===== config.mk =====
export PLATFORM = sky130hd
export DESIGN_NAME = ssc_conv_ctrl
export DESIGN_NICKNAME = d
export VERILOG_FILES = /design/src/ssc_pkg.sv /design/src/ssc_sync_edge.sv /design/src/ssc_conv_ctrl.sv
export SDC_FILE = /design/constraint.sdc
export NUM_CORES = 1
export LEC_CHECK = 0
export BUFFER_PORTS_ARGS = -buffer_cell sky130_fd_sc_hd__buf_2
export CORE_MARGIN = 1.5
export CORE_UTILIZATION = 37
export CTS_BUF_LIST = sky130_fd_sc_hd__clkbuf_4 sky130_fd_sc_hd__clkbuf_8
export DETAILED_ROUTE_END_ITERATION = 7
export PLACE_DENSITY_LB_ADDON = 0.08
export SLEW_MARGIN = 10
export SYNTH_ARGS = -nofsm -noshare
export SYNTH_HDL_FRONTEND = slang
export SYNTH_HIERARCHICAL = 1
export SYNTH_SLANG_ARGS = --single-unit

===== constraint.sdc =====
create_clock -name clk_i -period 2.05 [get_ports clk_i]
set_input_delay 0.205 -clock clk_i [delete_from_list [all_inputs] [get_ports clk_i]]
set_output_delay 0.205 -clock clk_i [all_outputs]
set_load 0.005 [all_outputs]

===== src/ssc_pkg.sv =====
package ssc_pkg;
  localparam int unsigned CLK_PERIOD_NS = 10;
  // conversion times per channel-count variant, in ns
  localparam int unsigned T_CONV8_NS = 4000;
  localparam int unsigned T_CONV6_NS = 3000;
  localparam int unsigned T_CONV4_NS = 2000;
  // range settling after a change on the range pin, in ns
  localparam int unsigned T_RANGE_SETTLE_NS = 80000;
  localparam int unsigned CONV8_CYCLES = T_CONV8_NS / CLK_PERIOD_NS;
  localparam int unsigned CONV6_CYCLES = T_CONV6_NS / CLK_PERIOD_NS;
  localparam int unsigned CONV4_CYCLES = T_CONV4_NS / CLK_PERIOD_NS;
  localparam int unsigned RANGE_SETTLE_CYCLES = (T_RANGE_SETTLE_NS + CLK_PERIOD_NS - 1) / CLK_PERIOD_NS;
  localparam int unsigned RESULT_W = 16;
  localparam int unsigned LSB_DIV = 65536;
  localparam int unsigned CNT_W = 16;
  localparam logic [RESULT_W-1:0] RESULT_RST = 16'h0000;
  localparam logic [CNT_W-1:0] CNT_ZERO = 16'h0000;
  localparam logic [CNT_W-1:0] CNT_ONE = 16'h0001;
  // lsb weight in 1/65536 V steps for the +/-10 V and +/-5 V spans
  localparam logic [RESULT_W-1:0] LSB_W_10V = 16'h0014;
  localparam logic [RESULT_W-1:0] LSB_W_5V = 16'h000a;
  // last count of the edges after reset release that follow the reference select
  localparam logic [1:0] REF_CAP_LAST = 2'h3;

  typedef enum logic [1:0] {
    SSC_IDLE = 2'b00,
    SSC_ARMED = 2'b01,
    SSC_CONV = 2'b11
  } ssc_state_t;

  // configuration: range tracked from the pin, reference captured after reset release
  typedef struct packed {
    logic range_10v;
    logic int_ref;
  } ssc_cfg_t;

  // conversion status seen by the controller
  typedef struct packed {
    logic busy;
    logic hold_first_set;
    logic hold_second_set;
  } ssc_status_t;
endpackage : ssc_pkg


===== src/ssc_sync_edge.sv =====
`timescale 1ns/10ps
// two-stage synchroniser with rising-edge detect on the second stage
module ssc_sync_edge
(
  // clock and reset
  input wire logic clk_i,
  input wire logic reset_n_i,
  // pin side
  input wire logic async_i,
  // synchronised side
  output logic level_o,
  output logic rise_o
);
  logic meta_q;
  logic meta_d;
  logic sync_q;
  logic sync_d;
  logic prev_q;
  logic prev_d;

  always_comb
  begin
    meta_d = async_i;
    sync_d = meta_q;
    prev_d = sync_q;
  end

  always_ff @(posedge clk_i or negedge reset_n_i)
  begin
    if (!reset_n_i)
    begin
      meta_q <= 1'b0;
      sync_q <= 1'b0;
      prev_q <= 1'b0;
    end
    else
    begin
      meta_q <= meta_d;
      sync_q <= sync_d;
      prev_q <= prev_d;
    end
  end

  assign level_o = sync_q;
  assign rise_o = sync_q & ~prev_q;
endmodule : ssc_sync_edge


===== src/ssc_conv_ctrl.sv =====
`timescale 1ns/10ps
// Summary of operation
// the range pin selects +/-10 V when high and +/-5 V when low for every channel.
// a range change acts at once, and a settling flag stays low for 80 us afterwards.
// the controller should keep the range pin at a fixed level rather than toggle it.
// the controller applies a reset after power-up so channels take the selected range.
// each set of track-and-holds goes into hold on the rising edge of its sample trigger.
// busy falls when all channels are converted, returning every track-and-hold to track.
// conversion is internally timed: 4 us for eight, 3 us for six, 2 us for four channels.
// previous results stay valid during busy and new ones replace them as busy falls.
// results are twos-complement with code transitions midway between integer LSB values.
// one LSB is the full-scale span over 65,536, so it follows the selected range.
// a high reference select enables the internal 2.5 V reference, low needs an external one.
// after reset the reference mode is that shown by the reference select input.
// busy rises on the sample trigger edge and stays high until conversion ends.
// with separate triggers, conversion starts after both edges, busy rising on the later.
// the controller issues no trigger while busy and waits acquisition time after it falls.
module ssc_conv_ctrl
#(
  parameter int unsigned NUM_CH = 8,
  parameter int unsigned RANGE_SETTLE = ssc_pkg::RANGE_SETTLE_CYCLES
)
(
  // clock and reset
  input wire logic clk_i,
  input wire logic reset_n_i,
  // sample triggers from the controller
  input wire logic sample_trigger_first_set_i,
  input wire logic sample_trigger_second_set_i,
  // static configuration pins
  input wire logic range_i,
  input wire logic ref_select_i,
  // raw signed codes from the converter core, one per channel
  input wire logic [NUM_CH*ssc_pkg::RESULT_W-1:0] core_code_i,
  // status and configuration
  output logic busy_o,
  output logic hold_first_set_o,
  output logic hold_second_set_o,
  output logic range_10v_o,
  output logic range_settled_o,
  output logic int_ref_en_o,
  output logic [ssc_pkg::RESULT_W-1:0] lsb_div_o,
  // result register
  output logic [NUM_CH*ssc_pkg::RESULT_W-1:0] result_o
);
  import ssc_pkg::*;

  localparam logic [CNT_W-1:0] CONV_LEN =
    (NUM_CH == 8) ? CONV8_CYCLES[CNT_W-1:0] :
    (NUM_CH == 6) ? CONV6_CYCLES[CNT_W-1:0] : CONV4_CYCLES[CNT_W-1:0];
  localparam int unsigned SET_W = 17;
  localparam logic [SET_W-1:0] SETTLE_LEN = RANGE_SETTLE[SET_W-1:0];
  localparam logic [SET_W-1:0] SET_ZERO = 17'h00000;
  localparam logic [SET_W-1:0] SET_ONE = 17'h00001;

  logic trig_a_lvl;
  logic trig_a_rise;
  logic trig_b_lvl;
  logic trig_b_rise;
  logic range_lvl;
  logic ref_lvl;

  // every trigger and configuration pin is asynchronous to clk_i, so each passes two flops first
  ssc_sync_edge u_sync_a
  (
    .clk_i(clk_i),
    .reset_n_i(reset_n_i),
    .async_i(sample_trigger_first_set_i),
    .level_o(trig_a_lvl),
    .rise_o(trig_a_rise)
  );

  ssc_sync_edge u_sync_b
  (
    .clk_i(clk_i),
    .reset_n_i(reset_n_i),
    .async_i(sample_trigger_second_set_i),
    .level_o(trig_b_lvl),
    .rise_o(trig_b_rise)
  );

  ssc_sync_edge u_sync_range
  (
    .clk_i(clk_i),
    .reset_n_i(reset_n_i),
    .async_i(range_i),
    .level_o(range_lvl),
    .rise_o()
  );

  ssc_sync_edge u_sync_ref
  (
    .clk_i(clk_i),
    .reset_n_i(reset_n_i),
    .async_i(ref_select_i),
    .level_o(ref_lvl),
    .rise_o()
  );

  // conversion sequencer state
  ssc_state_t state_q;
  ssc_state_t state_d;
  ssc_status_t stat_q;
  ssc_status_t stat_d;
  logic [CNT_W-1:0] cnt_q;
  logic [CNT_W-1:0] cnt_d;
  logic load_res;

  always_comb
  begin
    state_d = state_q;
    stat_d = stat_q;
    cnt_d = cnt_q;
    load_res = 1'b0;
    case (state_q)
      SSC_IDLE, SSC_ARMED:
      begin
        if (trig_a_rise)
        begin
          stat_d.hold_first_set = 1'b1;
        end
        if (trig_b_rise)
        begin
          stat_d.hold_second_set = 1'b1;
        end
        // start only once both sets are in hold
        if (stat_d.hold_first_set && stat_d.hold_second_set)
        begin
          state_d = SSC_CONV;
          stat_d.busy = 1'b1;
          cnt_d = CONV_LEN;
        end
        else if (stat_d.hold_first_set || stat_d.hold_second_set)
        begin
          state_d = SSC_ARMED;
        end
      end
      SSC_CONV:
      begin
        // trigger edges during busy are ignored by design
        if (cnt_q == CNT_ONE)
        begin
          state_d = SSC_IDLE;
          stat_d.busy = 1'b0;
          stat_d.hold_first_set = 1'b0;
          stat_d.hold_second_set = 1'b0;
          // old results held through busy, swapped as busy falls
          load_res = 1'b1;
          cnt_d = CNT_ZERO;
        end
        else
        begin
          cnt_d = cnt_q - CNT_ONE;
        end
      end
      default:
      begin
        state_d = SSC_IDLE;
        stat_d = '0;
        cnt_d = CNT_ZERO;
      end
    endcase
  end

  always_ff @(posedge clk_i or negedge reset_n_i)
  begin
    if (!reset_n_i)
    begin
      state_q <= SSC_IDLE;
      stat_q <= '0;
      cnt_q <= CNT_ZERO;
    end
    else
    begin
      state_q <= state_d;
      stat_q <= stat_d;
      cnt_q <= cnt_d;
    end
  end

  // one result word per channel, all swapped together as busy falls
  genvar ch;
  generate
    for (ch = 0; ch < NUM_CH; ch = ch + 1)
    begin : g_res
      logic [RESULT_W-1:0] word_q;
      logic [RESULT_W-1:0] word_d;

      always_comb
      begin
        word_d = word_q;
        if (load_res)
        begin
          word_d = core_code_i[ch*RESULT_W +: RESULT_W];
        end
      end

      always_ff @(posedge clk_i or negedge reset_n_i)
      begin
        if (!reset_n_i)
        begin
          word_q <= RESULT_RST;
        end
        else
        begin
          word_q <= word_d;
        end
      end

      assign result_o[ch*RESULT_W +: RESULT_W] = word_q;
    end
  endgenerate

  // configuration: range follows the pin, reference caught after reset
  ssc_cfg_t cfg_q;
  ssc_cfg_t cfg_d;
  logic [1:0] cap_cnt_q;
  logic [1:0] cap_cnt_d;
  logic [SET_W-1:0] settle_q;
  logic [SET_W-1:0] settle_d;
  logic [RESULT_W-1:0] lsb_q;
  logic [RESULT_W-1:0] lsb_d;

  // lsb weight in units of 1/65536 of 1 V: span 20 V or 10 V over 65,536
  function automatic logic [RESULT_W-1:0] lsb_units(input logic r10);
    lsb_units = r10 ? LSB_W_10V : LSB_W_5V;
  endfunction : lsb_units

  always_comb
  begin
    cfg_d = cfg_q;
    cap_cnt_d = cap_cnt_q;
    settle_d = settle_q;
    // range acts at once; no latch needed
    cfg_d.range_10v = range_lvl;
    // followed until the synchroniser has filled after reset, then frozen
    // its flops reset low, so the first two edges still see zero
    if (cap_cnt_q != REF_CAP_LAST)
    begin
      cfg_d.int_ref = ref_lvl;
      cap_cnt_d = cap_cnt_q + 2'h1;
    end
    // a range change restarts the settling window; hard-wired range avoids it
    if (cfg_q.range_10v != range_lvl)
    begin
      settle_d = SETTLE_LEN;
    end
    else if (settle_q != SET_ZERO)
    begin
      settle_d = settle_q - SET_ONE;
    end
    lsb_d = lsb_units(range_lvl);
  end

  always_ff @(posedge clk_i or negedge reset_n_i)
  begin
    if (!reset_n_i)
    begin
      cfg_q <= '0;
      cap_cnt_q <= '0;
      // stays unsettled for a full settling window after reset
      settle_q <= SETTLE_LEN;
      lsb_q <= '0;
    end
    else
    begin
      cfg_q <= cfg_d;
      cap_cnt_q <= cap_cnt_d;
      settle_q <= settle_d;
      lsb_q <= lsb_d;
    end
  end

  logic settled_q;
  logic settled_d;

  always_comb
  begin
    settled_d = (settle_d == SET_ZERO);
  end

  always_ff @(posedge clk_i or negedge reset_n_i)
  begin
    if (!reset_n_i)
    begin
      settled_q <= 1'b0;
    end
    else
    begin
      settled_q <= settled_d;
    end
  end

  assign busy_o = stat_q.busy;
  assign hold_first_set_o = stat_q.hold_first_set;
  assign hold_second_set_o = stat_q.hold_second_set;
  assign range_10v_o = cfg_q.range_10v;
  assign range_settled_o = settled_q;
  assign int_ref_en_o = cfg_q.int_ref;
  assign lsb_div_o = lsb_q;
endmodule : ssc_conv_ctrl


==> reports/metrics.yaml, run 1 <==
routedWlPerCell_um: 16.7
worstSkewPairLatency_ps: 470
ant_nets: 0
p_per_area_nw_per_um2: 1240
fin_ws_ps: -85.3
syn_area_um2: 8090
routed_wl_um: 21600
drtIter0Drc: 173
reg2reg_slack_ps: -90
clock_sinks: 182
fmax_mhz: 468
viasPerCell: 4.62
top_level_ports: 284
slowest_stage: "or3_4"
vias: 5969
hold_viol: 0
drv_cap: 0
cts_tree: "yes"
min_path_type: "in -> reg"
antenna_cells: 0
dr_wl_met3_um: 838
max_stage_delay_ps: 400
syn_inst: 535
cp.depth: 7
top_layer: "met4"
crit_start: "cnt_q[12]"
die_h_um: 151
path_class: "reg -> reg"
numCtsBuffers: 17
place_congestion: 0.792
area_growth_pct: 48.5
grt_use_total_pct: 17.8
drc: 0
nFillCells: 1791
dr_wl_met2_um: 11400
violations: "negative setup slack"
leakage_nw: 6.09
path_clk_slew_ps: 100
cp_num_buf_inv: 2
cp-endpoint: "g_res[7].word_q[1]"
end_kind: "flip-flop"
placed_cells: 1112
outcome: "finished, violations left"
period_minus_slack_ps: 2140
drtPass1Iterations: 4
r2r_start: "cnt_q[12]"
core.rowCount: 53
ir_drop_uv: 500
cts_root_buffer: "clkbuf_8"
rsz0062_at_grt: "true"
postLayoutCoreUtil_pct: 56.6
grt_max_degree: 50
fin_skew_ps: 12.1
io_buffers: 271
synth_warnings: 6
regArea_um2: 4560
cts.path.max_buffers: 2
critPathRequiredTime_ps: 2400
die-area_um2: 22800
hpwl_um: 14100
drive_gt1_share_pct: 53.0
avgSynthCellArea_um2: 15.1
finalSetupViolations: 100
grt_pass1_wl_um: 31700
drt-met1-wl_um: 8980
cp.arrival_ps: 2490
drv_slew: 0
die_x_um: 151
layout_worst_path_cycle_share_pct: 104
grt_pass1_vias: 6292
start_util_pct: 38.1
worstReg2RegEnd: "g_res[7].word_q[1]"
reg2reg_depth: 7
critPathTopFamily: "simple AND/OR/NAND/NOR gates"
path_cells: "or3_4 -> nor3_4 -> and3_4 -> nand3_4 -> buf_12 -> buf_16 -> mux2_4"
gr-total-overflow: 0
antenna_found_initial: 0
instances_no_fill: 1292
multi_input_area_um2: 3210
worstPathMaxFanout: 21
finalNetCount: 1143
core_area_um2: 21200
h-tree-depth: 4
critPathLaunchType: "flip-flop"
[final cells by class]
class / instances / share of cell area, %
multi-input combinational: 323 / 26.8
tap: 275 / 2.86
timing repair buffer: 473 / 29.0
clock buffer: 17 / 1.95
sequential: 182 / 38.0
clock inverter: 15 / 1.18
inverter: 7 / 0.219
[registers in the layout (all words and copies together) (netlist names), 2 cells and up]
signal        flops
cap_cnt_q         2
cnt_q            16
g_res.word_q    128
lsb_div_o         2
settle_q         17
state_q           2
[worst min-delay path by stage]
stage	cells after the start	end	start	slack, ps
2_1_floorplan	0	busy_o	reset_n_i	-90
3_3_place_gp	1	u_sync_range/meta_q	reset_n_i	170
3_5_place_dp	1	lsb_div_o[3]	reset_n_i	170
4_1_cts	2	g_res[7].word_q[11]	core_code_i[123]	30
5_1_grt	2	g_res[7].word_q[11]	core_code_i[123]	20
6_report	2	g_res[7].word_q[11]	core_code_i[123]	50
[routing by layer]
metal  GRT usage (%)  up-vias
met4            6.12        0
met5               0        -
met3            3.95       32
li1                -     2787
met2            32.2      152
met1            20.8     2998
[through the flow]
step	power, mW	area [um2]	hold slack [ps]	worst slack [ps]	setup TNS, ps
6_report	14.9	12000	52.9	-85.3	-4910
5_1_grt	15.9	12000	19.0	-178	-11140
4_1_cts	14.9	11600	29.5	-81.4	-6920
3_5_place_dp	12.2	9910	171	-101	-2960
3_3_place_gp	12.0	9910	170	-20.3	-1010
2_1_floorplan	9.55	8140	-90.6	45.1	0
[what timing repair did]
item | 4_1_cts | 5_1_grt
buffers inserted | 0 | 4
pin swaps | 0 | 7
endpoints found under the setup margin | 79 | 131
resized for setup | 5 | 25
gates cloned | 1 | 12
hold endpoints to repair | 171 | 0
hold buffers | 132 | 0
[power breakdown]
part / switching [mW] / internal (mW)
clock: 1.45 / 0.892
combinational: 2.47 / 3.95
sequential: 0.993 / 5.15
total: 4.92 / 9.99
[placed cells by master, fill, tap and decap left out, drive strengths merged, types with 3 or more instances in the layout]
master       count
a21oi           13
buf            335
clkbuf          23
clkinv           6
clkinvlp         3
conb            12
dfrtp          176
dfstp            6
dlygate4sd3    132
ha               5
inv             13
mux2           131
nand2           27
nand3            5
nand4            5
nor2            34
nor3            11
nor4            10
nor4b            3
o21ai           18
or3              4
xnor2           11
xor2             5
Note: power is estimated with default switching activity, not from simulation.
==> run 2: changes to the inputs <==
==> constraint.sdc (replaced) <==
create_clock -name clk_i -period 2.05 [get_ports clk_i]
set_input_delay 0.3075 -clock clk_i [delete_from_list [all_inputs] [get_ports clk_i]]
set_output_delay 0.3075 -clock clk_i [all_outputs]
set_load 0.005 [all_outputs]
==> reports/metrics.yaml, run 2 (synthesis results as in run 1) <==
vias: 5442
multi_input_area_um2: 3190
holdPathStages: 2
hp-start: "core_code_i[120]"
ir_drop_uv: 555
drive_gt1_share_pct: 60.4
grt_use_met3_pct: 3.80
hpwl_um: 13700
core.rowCount: 53
drtPass1Iterations: 4
leakage_nw: 5.63
finalSetupViolations: 109
nFillCells: 1888
reg_top3: "g_res.word_q x128, settle_q x17, cnt_q x16"
cts_root_buffer: "clkbuf_8"
slowest_stage: "dfrtp_1"
slew_headroom_pct: 65.0
fmax_mhz: 476
critPathLaunchType: "flip-flop"
hold_ws_ps: 56.0
mostFrequentLayoutCells: "270 x buf_2, 176 x dfrtp_1, 120 x mux2_4, 51 x buf_4, 34 x nor2_1"
area_growth_pct: 34.4
rsz0062_at_grt: "true"
antenna_found_initial: 0
start_util_pct: 38.1
place_congestion: 0.810
grt_pass1_vias: 5702
cts.path.max_buffers: 2
top_level_ports: 284
die_x_um: 151
outcome: "finished, violations left"
io_buffers: 271
layout_worst_path_cycle_share_pct: 102
path_cells: "or3_4 -> nor3_4 -> and3_4 -> nand3_4 -> buf_12 -> clkbuf_16 -> mux2_4"
top_register: "g_res.word_q"
worst_pin_slew_ps: 525
viasPerCell: 4.66
grt_max_degree: 55
numCtsBuffers: 17
fin_ws_ps: -49.1
critPathTopFamily: "simple AND/OR/NAND/NOR gates"
grt_pass1_wl_um: 31100
grt_use_total_pct: 17.8
drc: 0
clock_sinks: 182
end_kind: "flip-flop"
violations: "negative setup slack"
reg2reg_depth: 7
pwr-share-clk_pct: 16.7
worstReg2RegEnd: "g_res[2].word_q[2]"
hold-path-endpoint: "g_res[7].word_q[8]"
largest_reg_flops: 128
worstPathMaxFanout: 9
seqPwrFrac_pct: 41.1
regArea_um2: 4560
cts_tree: "yes"
switching_share_pct: 32.4
final_common_cell: "buf_2"
finalNetCount: 1018
cp_num_buf_inv: 2
max_stage_delay_ps: 400
power.switching_mw: 4.83
drv_slew: 0
die_h_um: 151
die-area_um2: 22800
drtIter0Drc: 215
hold_viol: 0
min_path_type: "in -> reg"
routedWlPerCell_um: 17.6
cell_internal_pwr_mw: 10.1
power_frac_comb_pct: 42.2
reg2reg_slack_ps: -50
worstSkewPairLatency_ps: 470
r2r_start: "cnt_q[12]"
cp.arrival_ps: 2450
fin_skew_ps: 21.4
pre_cts_slack_ps: -89.1
critPathRequiredTime_ps: 2410
period_minus_slack_ps: 2100
grtUsageMet2_pct: 30.5
placed_cells: 1108
use_met1_pct: 22.0
drv_cap: 0
h-tree-depth: 4
path_clk_slew_ps: 110
instances_no_fill: 1168
p_per_area_nw_per_um2: 1370
ant_nets: 0
routed_wl_um: 20500
busiest_layer: "met2"
core_area_um2: 21200
path_class: "reg -> reg"
gr-total-overflow: 0
==> run 2: timing repair <==
action | CTS | global route
endpoints found under the hold margin | 54 | 0
cloned | 10 | 5
setup endpoints to repair | 126 | 135
pin swaps | 2 | 4
setup buffers | 5 | 2
hold buffers | 5 | 0
gates resized for setup | 14 | 8
==> run 2: metrics by stage <==
stage / power [mW] / TNS, ps / utilization (%) / area (um2)
final: 14.9 / -2420 / 51.2 / 10900
after global routing: 15.9 / -8970 / 51.2 / 10900
after CTS: 15.0 / -9080 / 50.4 / 10700
after detailed placement: 12.2 / -5380 / 46.6 / 9880
after global placement: 12.0 / -2740 / 46.6 / 9880
after floorplan: 9.55 / 0 / - / 8140
==> run 2: final cells by class <==
| type | count | area share [%] |
|---|---|---|
| Sequential cell | 182 | 42.0 |
| Multi-Input combinational cell | 323 | 29.4 |
| Timing Repair Buffer | 348 | 21.5 |
| Tap cell | 275 | 3.17 |
| Clock buffer | 18 | 2.28 |
| Clock inverter | 14 | 1.50 |
| Inverter | 7 | 0.242 |
| Antenna cell | 1 | 0.0230 |
==> run 2: how the worst max path moves through the flow <==
stage / endpoint / startpoint / depth (start not counted)
2_1_floorplan: range_settled_o / settle_q[0] / 8
3_3_place_gp: g_res[1].word_q[10] / cnt_q[11] / 6
3_5_place_dp: g_res[1].word_q[11] / cnt_q[11] / 6
4_1_cts: g_res[2].word_q[3] / cnt_q[12] / 7
5_1_grt: g_res[6].word_q[0] / cnt_q[12] / 7
6_report: g_res[2].word_q[2] / cnt_q[12] / 7
==> run 2: layer usage <==
metal  wire, um  up-vias
met5          0        -
met4        306        0
met3        912       23
met2      10800      136
met1       8450     2724
li1           -     2559
==> run 2: power groups by stage <==
stage	Sequential (mW)	Combinational (mW)	Clock [mW]
2_1_floorplan	6.22	3.33	0
3_3_place_gp	6.10	5.92	0
3_5_place_dp	6.15	6.01	0
4_1_cts	6.11	6.29	2.58
5_1_grt	6.33	6.83	2.75
6_report	6.12	6.28	2.49
==> run 2: worst register-to-register path, cell delays in order, from the launching register on <==
cell and delay, ps:
dfrtp_1 400, or3_4 400, nor3_4 150, and3_4 230
nand3_4 100, buf_12 200, clkbuf_16 200, mux2_4 300
